## config.mk

```make
export PLATFORM = sky130hd
export DESIGN_NAME = phm_port_h_pin_io_mux
export DESIGN_NICKNAME = d
export VERILOG_FILES = /design/src/rtl/phm_pkg.sv /design/src/rtl/phm_port_h_pin_io_mux.sv /design/src/rtl/phm_sync.sv
export SDC_FILE = /design/constraint.sdc
export NUM_CORES = 1
export LEC_CHECK = 0
export BUFFER_PORTS_ARGS = -buffer_cell sky130_fd_sc_hd__buf_2
export CAP_MARGIN = 20
export CORE_MARGIN = 5
export CORE_UTILIZATION = 34
export CTS_CLUSTER_DIAMETER = 150
export DETAILED_ROUTE_END_ITERATION = 8
export GPL_ROUTABILITY_DRIVEN = 1
export PLACE_DENSITY_LB_ADDON = 0.08
export RECOVER_POWER = 25
export SETUP_SLACK_MARGIN = 0.2
export SKIP_CTS_REPAIR_TIMING = 1
export SLEW_MARGIN = 20
export SYNTH_ARGS = -nofsm -noshare
export SYNTH_HDL_FRONTEND = slang
export SYNTH_SLANG_ARGS = --single-unit
```

## constraint.sdc

```tcl
create_clock -name clock_i -period 2.7 [get_ports clock_i]
set_input_delay 0.405 -clock clock_i [delete_from_list [all_inputs] [get_ports clock_i]]
set_output_delay 0.405 -clock clock_i [all_outputs]
set_load 0.02 [all_outputs]
```

## src/rtl/phm_pkg.sv

```systemverilog
// package for the port h pin mux block: register map, field layout, reset values
// assumes a 32-bit axi4-lite slave with one aligned word per register
package phm_pkg;
  // ************************************************************
  // register map (byte addresses, one word each)
  // ************************************************************
  localparam logic [11:0] PORT_H_DATA_OFF      = 12'h000; // data register
  localparam logic [11:0] PORT_H_DIR_OFF       = 12'h004; // direction bits
  localparam logic [11:0] PORT_H_PIN_INPUT_OFF = 12'h008; // read-only pin levels
  localparam logic [11:0] RESERVED_SLOT_OFF    = 12'h00c; // always reads zero
  localparam logic [11:0] FUNC_ENABLE_OFF      = 12'h010; // alternate function enables
  // ************************************************************
  // widths, fields and reset values
  // ************************************************************
  localparam int          PORT_W          = 8;     // port width
  localparam int          ADDR_W          = 12;    // decoded address width
  localparam int          PIN_MISO_RXD    = 0;     // pin 0: receive / master-in
  localparam int          PIN_MOSI_TXD    = 1;     // pin 1: transmit / master-out
  localparam int          EN_SERIAL_BIT   = 0;     // serial channel six enable
  localparam int          EN_SPI_BIT      = 1;     // routed spi one enable
  localparam logic [7:0]  DATA_RESET      = 8'h00; // data register reset
  localparam logic [7:0]  DIR_RESET       = 8'h00; // all pins input at reset
  localparam logic [1:0]  ENABLE_RESET    = 2'h0;  // alternate functions off
  localparam logic [7:0]  RESERVED_VALUE  = 8'h00; // reserved slot read value
  localparam logic [1:0]  RESP_OKAY       = 2'h0;  // axi okay
  localparam logic [1:0]  RESP_SLVERR     = 2'h2;  // axi slave error
  // pin owner selection
  typedef enum logic [1:0] {PHM_OWN_GPIO, PHM_OWN_SERIAL, PHM_OWN_SPI} phm_owner_e;
endpackage

```

## src/rtl/phm_port_h_pin_io_mux.sv

```systemverilog
// port h lower pin multiplexer with data, direction and pin-input registers
// assumes an axi4-lite master on clock_i, async board pins, and peripherals
// serial channel six and routed spi one on the same clock
//
// How it works
// - reserved slot reads zero, ignores writes
// - pin 1 shares serial transmit and spi master-out
// - pin 0 shares serial receive and spi master-in
// - enabled spi overrides serial and gpio
// - serial overrides gpio; neither means gpio
// - data read: register if output, else pin
// - input register always returns buffered pin levels
// - input register readable anytime, writes discarded
`timescale 1ns/1ns
module phm_port_h_pin_io_mux
  import phm_pkg::*;
(
  // clock and reset
  input  wire logic                        clock_i,
  input  wire logic                        rst_n_i,
  // axi4-lite write address
  input  wire logic                        s_axi_awvalid_i,
  output logic                             s_axi_awready_o,
  input  wire logic [phm_pkg::ADDR_W-1:0]  s_axi_awaddr_i,
  // axi4-lite write data
  input  wire logic                        s_axi_wvalid_i,
  output logic                             s_axi_wready_o,
  input  wire logic [31:0]                 s_axi_wdata_i,
  input  wire logic [3:0]                  s_axi_wstrb_i,
  // axi4-lite write response
  output logic                             s_axi_bvalid_o,
  input  wire logic                        s_axi_bready_i,
  output logic [1:0]                       s_axi_bresp_o,
  // axi4-lite read address
  input  wire logic                        s_axi_arvalid_i,
  output logic                             s_axi_arready_o,
  input  wire logic [phm_pkg::ADDR_W-1:0]  s_axi_araddr_i,
  // axi4-lite read data
  output logic                             s_axi_rvalid_o,
  input  wire logic                        s_axi_rready_i,
  output logic [31:0]                      s_axi_rdata_o,
  output logic [1:0]                       s_axi_rresp_o,
  // port pins
  input  wire logic [phm_pkg::PORT_W-1:0]  pin_i,
  output logic      [phm_pkg::PORT_W-1:0]  pin_o,
  output logic      [phm_pkg::PORT_W-1:0]  pin_oe_o,
  // serial channel six
  input  wire logic                        serial_txd_i,
  output logic                             serial_rxd_o,
  // routed spi one
  input  wire logic                        spi_mosi_i,
  input  wire logic                        spi_mosi_oe_i,
  output logic                             spi_miso_o,
  input  wire logic                        spi_miso_oe_i,
  input  wire logic                        spi_miso_out_i
);
  import phm_pkg::*;

  // ************************************************************
  // state
  // ************************************************************
  logic [PORT_W-1:0] port_h_data_bits;      // stored data
  logic [PORT_W-1:0] port_h_direction_bits; // 1 = output
  logic [1:0]        func_enable;           // alternate enables
  logic [PORT_W-1:0] port_h_pin_levels;     // synchronised pins
  logic              aw_held;               // write address captured
  logic              w_held;                // write data captured
  logic [ADDR_W-1:0] aw_addr;               // captured write address
  logic [31:0]       w_data;                // captured write data
  logic [3:0]        w_strb;                // captured byte enables
  logic              do_write;              // both halves present
  logic              write_hit;             // write address mapped
  logic              read_hit;              // read address mapped
  logic [31:0]       next_rdata;            // read mux output
  phm_owner_e        owner;                 // shared pin owner

  // decode of a mapped address, used for read and write
  function automatic logic addr_mapped(input logic [ADDR_W-1:0] a);
    addr_mapped = (a == PORT_H_DATA_OFF) || (a == PORT_H_DIR_OFF) ||
                  (a == PORT_H_PIN_INPUT_OFF) || (a == RESERVED_SLOT_OFF) ||
                  (a == FUNC_ENABLE_OFF);
  endfunction

  // ************************************************************
  // pin input synchroniser
  // ************************************************************
  phm_sync u_sync (
    .clock_i (clock_i),
    .rst_n_i (rst_n_i),
    .async_i (pin_i),
    .sync_o  (port_h_pin_levels)
  );

  // ************************************************************
  // write channel
  // ************************************************************
  // address and data accepted independently, one write in flight
  assign s_axi_awready_o = !aw_held && !s_axi_bvalid_o;
  assign s_axi_wready_o  = !w_held && !s_axi_bvalid_o;
  assign do_write        = aw_held && w_held && !s_axi_bvalid_o;
  assign write_hit       = addr_mapped(aw_addr);

  // capture write address and data
  always_ff @(posedge clock_i or negedge rst_n_i)
  begin
    if (!rst_n_i)
    begin
      aw_held <= 1'b0;
      w_held  <= 1'b0;
      aw_addr <= '0;
      w_data  <= '0;
      w_strb  <= '0;
    end
    else
    begin
      if (s_axi_awvalid_i && s_axi_awready_o)
      begin
        aw_held <= 1'b1;
        aw_addr <= {s_axi_awaddr_i[ADDR_W-1:2], 2'b00};
      end
      else if (do_write)
      begin
        aw_held <= 1'b0;
      end
      if (s_axi_wvalid_i && s_axi_wready_o)
      begin
        w_held <= 1'b1;
        w_data <= s_axi_wdata_i;
        w_strb <= s_axi_wstrb_i;
      end
      else if (do_write)
      begin
        w_held <= 1'b0;
      end
    end
  end

  // write response, slave error for unmapped addresses
  always_ff @(posedge clock_i or negedge rst_n_i)
  begin
    if (!rst_n_i)
    begin
      s_axi_bvalid_o <= 1'b0;
      s_axi_bresp_o  <= RESP_OKAY;
    end
    else if (do_write)
    begin
      s_axi_bvalid_o <= 1'b1;
      s_axi_bresp_o  <= write_hit ? RESP_OKAY : RESP_SLVERR;
    end
    else if (s_axi_bready_i)
    begin
      s_axi_bvalid_o <= 1'b0;
    end
  end

  // ************************************************************
  // register updates
  // ************************************************************
  // only byte lane 0 carries the 8-bit registers; pin input and
  // reserved slot have no storage so writes fall through
  always_ff @(posedge clock_i or negedge rst_n_i)
  begin
    if (!rst_n_i)
    begin
      port_h_data_bits      <= DATA_RESET;
      port_h_direction_bits <= DIR_RESET;
      func_enable           <= ENABLE_RESET;
    end
    else if (do_write && w_strb[0])
    begin
      unique case (aw_addr)
        PORT_H_DATA_OFF:  port_h_data_bits      <= w_data[7:0];
        PORT_H_DIR_OFF:   port_h_direction_bits <= w_data[7:0];
        FUNC_ENABLE_OFF:  func_enable           <= w_data[1:0];
        default:          ;
      endcase
    end
  end

  // ************************************************************
  // read channel
  // ************************************************************
  assign s_axi_arready_o = !s_axi_rvalid_o;
  assign read_hit        = addr_mapped({s_axi_araddr_i[ADDR_W-1:2], 2'b00});

  // read data mux, upper bits zero
  always_comb
  begin
    next_rdata = 32'h0000_0000;
    unique case ({s_axi_araddr_i[ADDR_W-1:2], 2'b00})
      // per bit: output reads register, input reads pin
      PORT_H_DATA_OFF:
        next_rdata[7:0] = (port_h_direction_bits & port_h_data_bits) |
                          (~port_h_direction_bits & port_h_pin_levels);
      PORT_H_DIR_OFF:       next_rdata[7:0] = port_h_direction_bits;
      PORT_H_PIN_INPUT_OFF: next_rdata[7:0] = port_h_pin_levels;
      RESERVED_SLOT_OFF:    next_rdata[7:0] = RESERVED_VALUE;
      FUNC_ENABLE_OFF:      next_rdata[1:0] = func_enable;
      default:              next_rdata      = 32'h0000_0000;
    endcase
  end

  // read data register, one cycle after acceptance
  always_ff @(posedge clock_i or negedge rst_n_i)
  begin
    if (!rst_n_i)
    begin
      s_axi_rvalid_o <= 1'b0;
      s_axi_rdata_o  <= 32'h0000_0000;
      s_axi_rresp_o  <= RESP_OKAY;
    end
    else if (s_axi_arvalid_i && s_axi_arready_o)
    begin
      s_axi_rvalid_o <= 1'b1;
      s_axi_rdata_o  <= next_rdata;
      s_axi_rresp_o  <= read_hit ? RESP_OKAY : RESP_SLVERR;
    end
    else if (s_axi_rready_i)
    begin
      s_axi_rvalid_o <= 1'b0;
    end
  end

  // ************************************************************
  // pin ownership
  // ************************************************************
  // spi has highest precedence, then serial, then gpio
  always_comb
  begin
    if (func_enable[EN_SPI_BIT])
      owner = PHM_OWN_SPI;
    else if (func_enable[EN_SERIAL_BIT])
      owner = PHM_OWN_SERIAL;
    else
      owner = PHM_OWN_GPIO;
  end

  // pin drivers; upper pins are plain gpio
  always_comb
  begin
    pin_o    = port_h_data_bits;
    pin_oe_o = port_h_direction_bits;
    unique case (owner)
      PHM_OWN_SPI:
      begin
        pin_o[PIN_MOSI_TXD]    = spi_mosi_i;
        pin_oe_o[PIN_MOSI_TXD] = spi_mosi_oe_i;
        pin_o[PIN_MISO_RXD]    = spi_miso_out_i;
        pin_oe_o[PIN_MISO_RXD] = spi_miso_oe_i;
      end
      PHM_OWN_SERIAL:
      begin
        pin_o[PIN_MOSI_TXD]    = serial_txd_i;
        pin_oe_o[PIN_MOSI_TXD] = 1'b1;
        pin_o[PIN_MISO_RXD]    = 1'b0;
        pin_oe_o[PIN_MISO_RXD] = 1'b0;
      end
      PHM_OWN_GPIO: ;
    endcase
  end

  // receive paths from the synchronised pin 0 level; serial receive idles high, spi master-in idles low when not owner
  assign serial_rxd_o = (owner == PHM_OWN_SERIAL) ? port_h_pin_levels[PIN_MISO_RXD] : 1'b1;
  assign spi_miso_o   = (owner == PHM_OWN_SPI) ? port_h_pin_levels[PIN_MISO_RXD] : 1'b0;

  // ************************************************************
  // assertions
  // ************************************************************
  a_spi_wins_pin1: assert property (@(posedge clock_i) disable iff (!rst_n_i)
    func_enable[EN_SPI_BIT] |-> pin_o[PIN_MOSI_TXD] == spi_mosi_i)
    else $error("spi does not own pin 1");
  a_serial_tx_pin: assert property (@(posedge clock_i) disable iff (!rst_n_i)
    (func_enable == 2'b01) |-> pin_o[PIN_MOSI_TXD] == serial_txd_i && pin_oe_o[PIN_MOSI_TXD])
    else $error("serial transmit not on pin 1");
  a_rx_pin_zero: assert property (@(posedge clock_i) disable iff (!rst_n_i)
    (func_enable == 2'b01) |-> serial_rxd_o == port_h_pin_levels[PIN_MISO_RXD])
    else $error("serial receive not from pin 0");
  a_gpio_default: assert property (@(posedge clock_i) disable iff (!rst_n_i)
    (func_enable == 2'b00) |-> pin_oe_o == port_h_direction_bits)
    else $error("gpio not in control");
  a_gpio_drive: assert property (@(posedge clock_i) disable iff (!rst_n_i)
    pin_oe_o[7:2] == port_h_direction_bits[7:2] && pin_o[7:2] == port_h_data_bits[7:2])
    else $error("gpio driver mismatch");
  a_data_readback: assert property (@(posedge clock_i) disable iff (!rst_n_i)
    (s_axi_arvalid_i && s_axi_arready_o &&
     {s_axi_araddr_i[ADDR_W-1:2], 2'b00} == PORT_H_DATA_OFF)
    |=> s_axi_rdata_o[7:0] == (($past(port_h_direction_bits) & $past(port_h_data_bits)) |
        (~$past(port_h_direction_bits) & $past(port_h_pin_levels))))
    else $error("data readback wrong");
  a_pin_input_read: assert property (@(posedge clock_i) disable iff (!rst_n_i)
    (s_axi_arvalid_i && s_axi_arready_o &&
     {s_axi_araddr_i[ADDR_W-1:2], 2'b00} == PORT_H_PIN_INPUT_OFF)
    |=> s_axi_rvalid_o && s_axi_rdata_o == {24'h000000, $past(port_h_pin_levels)})
    else $error("pin input read wrong");
  a_reserved_zero: assert property (@(posedge clock_i) disable iff (!rst_n_i)
    (s_axi_arvalid_i && s_axi_arready_o &&
     {s_axi_araddr_i[ADDR_W-1:2], 2'b00} == RESERVED_SLOT_OFF)
    |=> s_axi_rdata_o == 32'h0000_0000)
    else $error("reserved slot not zero");
  a_ro_write_inert: assert property (@(posedge clock_i) disable iff (!rst_n_i)
    (do_write && (aw_addr == PORT_H_PIN_INPUT_OFF || aw_addr == RESERVED_SLOT_OFF))
    |=> $stable(port_h_data_bits) && $stable(port_h_direction_bits) &&
        $stable(func_enable))
    else $error("write to read-only slot changed state");
  c_spi_mode: cover property (@(posedge clock_i) func_enable[EN_SPI_BIT]);
  c_serial_mode: cover property (@(posedge clock_i) func_enable == 2'b01);
  c_write_done: cover property (@(posedge clock_i) s_axi_bvalid_o && s_axi_bready_i);
  c_read_done: cover property (@(posedge clock_i) s_axi_rvalid_o && s_axi_rready_i);
endmodule

```

## src/rtl/phm_sync.sv

```systemverilog
// two flip-flop synchroniser for the port pin inputs
// assumes pin levels are asynchronous to clock_i
`timescale 1ns/1ns
module phm_sync
  import phm_pkg::*;
(
  // clock and reset
  input  wire logic              clock_i,
  input  wire logic              rst_n_i,
  // levels
  input  wire logic [PORT_W-1:0] async_i,
  output logic      [PORT_W-1:0] sync_o
);
  logic [PORT_W-1:0] stage_one; // first stage, read only by second stage

  // ************************************************************
  // two stage capture
  // ************************************************************
  always_ff @(posedge clock_i or negedge rst_n_i)
  begin
    if (!rst_n_i)
    begin
      stage_one <= '0;
      sync_o    <= '0;
    end
    else
    begin
      stage_one <= async_i;
      sync_o    <= stage_one;
    end
  end
endmodule
```

==> run summary <==
The run finished, with violations left. The checks that failed: max-capacitance violations, max-slew violations. The floorplan core area came out at a little under 9000 sq um.

In this run, synthesis produced a sequential element count of 67. Summed over its instances, the top area cell type makes up about 55% of the synthesized netlist area. The number of detailed-routing iterations run before antenna repair is 4.

The final-layout fill cell count is between 800 and 900. The final cell utilization of the core came out at around 40%. After detailed routing, the total wire length is roughly 6 mm. The number of H-tree levels came out at 3. The final count of hold timing violations was 0.

The clock-pin slew of the registers on the worst-case setup and hold paths came out at around 0.080 ns. The total routing resource utilization after global routing came out at a little under an eighth. The clock insertion delay at the later pin of the skew report came out at between 0.3 and 0.4 ns. After synthesis, the share of flip-flops with an asynchronous set or reset is between 90% and 100%. The weighted congestion reported at the end of routability-driven placement came out at about 0.7. The biggest area contributor in the post-synthesis netlist is dfrtp_1. The data arrival time of the worst path is about 2.2 ns. The number of buffer cells added on primary ports came out at between 80 and 90. The synthesized netlist cell count came out at between 200 and 250.

Measured along the x axis, the die boundary spans ~100 microns. The starting utilization of the core area is a little over a third. The sequential share of the synthesized area is a little under three fifths. The number of diodes came out at 0. A synthesized cell averages 12.8 sq um. The sum of negative setup slack came out at 0 ns. The count of final setup violators came out at 0. The startpoint type of the worst setup path is a register. The synthesis warning total is 0.

The routed layout has between 1500 and 2000 vias. The final number of max-transition violations was between 60 and 70. Using the TritonRoute via totals, the vias-per-cell ratio works out to 4.57. The final net count is about 400. The final routed DRC violation total is 0. The most frequent cell after synthesis is dfrtp_1. After global routing the overflow that remains totals 0.

The synthesized design contains 0 enable-type register cells. The clock tree root buffer cell is clkbuf_8. The routed design could run at a clock period as short as roughly 2 ns.

Yosys attributes the largest share of cell area to dfrtp_1 55%, mux2_2 13%, buf_4 9.4%. Traced cell by cell, the critical path runs through and3b_1 > nand4_4 > or4b_4 > mux2_4. The number of library cell types mapped by synthesis came out at 36. The number of antenna violations at the first check in global routing is 0. The worst setup skew after layout is 0.0124 ns. The number of ports placed on the die boundary came out at around 140. The tool flagged a number of max-cap violations equal to 2.

The critical setup path kind is reg -> reg. The post-synthesis instance area came out at about 3000 sq um. The overall die height came out at between 100 and 150 microns.

The via count of the first global-routing pass is ~2000. Clock tree synthesis found a total of between 60 and 70 sinks. Among cell families on the critical path, the largest total delay comes from simple AND/OR/NAND/NOR gates. Summed over all cells, the static leakage comes to 1.75 nW. The path class of the lowest-slack min-delay path is in -> reg. The critical path's largest stage delay came out at about 0.58 ns. Based on the critical path, the design can be clocked at up to 507 MHz. The clock buffer count from CTS came out at 9. The final worst-path cycle share is about three quarters.

Counting instances in the post-synthesis netlist gives the leading cell types as 67 x dfrtp_1, 38 x buf_4, 35 x mux2_2. Dividing total power by cell area gives a power density of slightly below 800 nW/um^2. The actual slew at the worst max-slew pin came out at roughly 1.8 ns. The initial detailed-routing violation count came out at between 50 and 60. The post-route worst hold slack came out at 0.171 ns. The layout-stage area growth over the synthesis result came out at 18.2%. The predominant post-synthesis flop cell is dfrtp_1. The deepest clock path buffer count came out at 2.

The pin count of the biggest net entering global routing is 35. The worst vdd rail ir drop came out at about 0.33 mV. The TritonCTS clock tree is built. The required time of the critical path is a little under 3 ns.

The global-route wire length before repair is ~10 mm. The post-detailed-route wirelength per cell is ~14 microns. The critical path capture point type is a register. The floorplan step defined a die boundary enclosing roughly 11000 sq um. Setup repair after global routing left no endpoint under its margin.

The share of cells above drive strength 1 came out at a little under half. The total half-perimeter wirelength after legalization and detailed placement came out at about 4.6 mm. The worst slew slack as a fraction of its limit came out at -20.5%. The number of nets with antenna violations after detailed routing is 0. In this run the worst path has a maximum fanout of 6.

Counting both buffers and inverters, the worst setup path holds a total of 0. Among all stages on the critical path, the largest delay is contributed by or4b_4. The standard-cell row count is 34.
==> power breakdown <==
part | switching [mW] | internal, mW | leakage (nW) | total (mW)
logic | 0.296 | 0.284 | 0.810 | 0.580
clock network | 0.389 | 0.451 | 0.0987 | 0.840
registers | 0.187 | 1.21 | 0.841 | 1.39
==> routing by layer <==
layer  vias up  GRT usage (%)  wire [microns]
met5         -              0               0
met2        81           17.3            2830
li1        927              -               -
met3         7           4.35             555
met4         0           5.00              78
met1       935           15.0            2660
==> cells in the final DEF (no fill, tap or decap), drive strengths merged, types with 2 or more instances in the layout <==
master	n
a21oi	3
a22o	4
a22oi	2
a32o	6
and2	3
buf	83
clkbuf	13
clkinv	2
clkinvlp	2
conb	26
dfrtp	67
inv	15
mux2	37
mux2i	3
nand2	5
nand4	2
nor2	6
nor2b	4
nor3	3
nor4	3
o21ai	5
o22ai	6
o32ai	2
or3	7
==> logic make-up (layout without fill, tap and decap cells) <==
| logic type | after synthesis | count (layout) | synth area share (%) |
|---|---|---|---|
| adders and majority gates | 1 | 1 | 0.330 |
| DFF | 67 | 67 | 55.3 |
| buffers and inverters | 59 | 116 | 12.1 |
| AOI/OAI and AO/OA | 31 | 31 | 7.76 |
| muxes | 40 | 40 | 15.0 |
| and+or+nand+nor | 38 | 38 | 9.45 |
| other | 1 | 26 | 0.124 |
==> cell type report <==
cell class              instances  area (sq um)  area share (%)
inverters                      14          52.6            1.47
multi-input cells             136          1080            30.2
repair buffers                 86           434            12.1
clock inverters                 6          63.8            1.78
flip-flops and latches         67          1680            46.8
well taps                     108           135            3.77
clock buffers                  10           138            3.84
==> sequential cells by signal, summed over array words and instances, names as in the netlist, 2 cells and up <==
name / flops
aw_addr: 10
func_enable: 2
u_sync.stage_one: 8
u_sync.sync_o: 8
port_h_data_bits: 8
port_h_direction_bits: 8
w_data: 8
s_axi_rdata_o: 8
==> metrics by stage <==
stage | std cells | setup slack, ns | cell area, sq um | power (mW)
after floorplan | 262 | 0.737 | 3130 | 1.86
after global placement | 411 | 0.732 | 3390 | 2.00
after detailed placement | 411 | 0.729 | 3390 | 2.01
after CTS | 427 | 0.721 | 3590 | 2.87
after global routing | 427 | 0.544 | 3580 | 2.98
final | 427 | 0.726 | 3580 | 2.81
==> path summary, 6_finish.rpt <==
path | start | end | slack [ns] | depth (start not counted)
hold reg to reg | u_sync.stage_one[5] | u_sync.sync_o[5] | 0.35 | 0
max in group asynchronous | rst_n_i | u_sync.sync_o[3] | 1.00 | 2
min in group asynchronous | rst_n_i | aw_addr[5] | 0.63 | 2
setup / recovery | s_axi_bvalid_o | func_enable[1] | 0.73 | 4
hold / removal | pin_i[6] | u_sync.stage_one[6] | 0.17 | 1
setup reg to reg | s_axi_bvalid_o | func_enable[1] | 0.73 | 4
No activity file was read; power rests on OpenSTA's default activity.
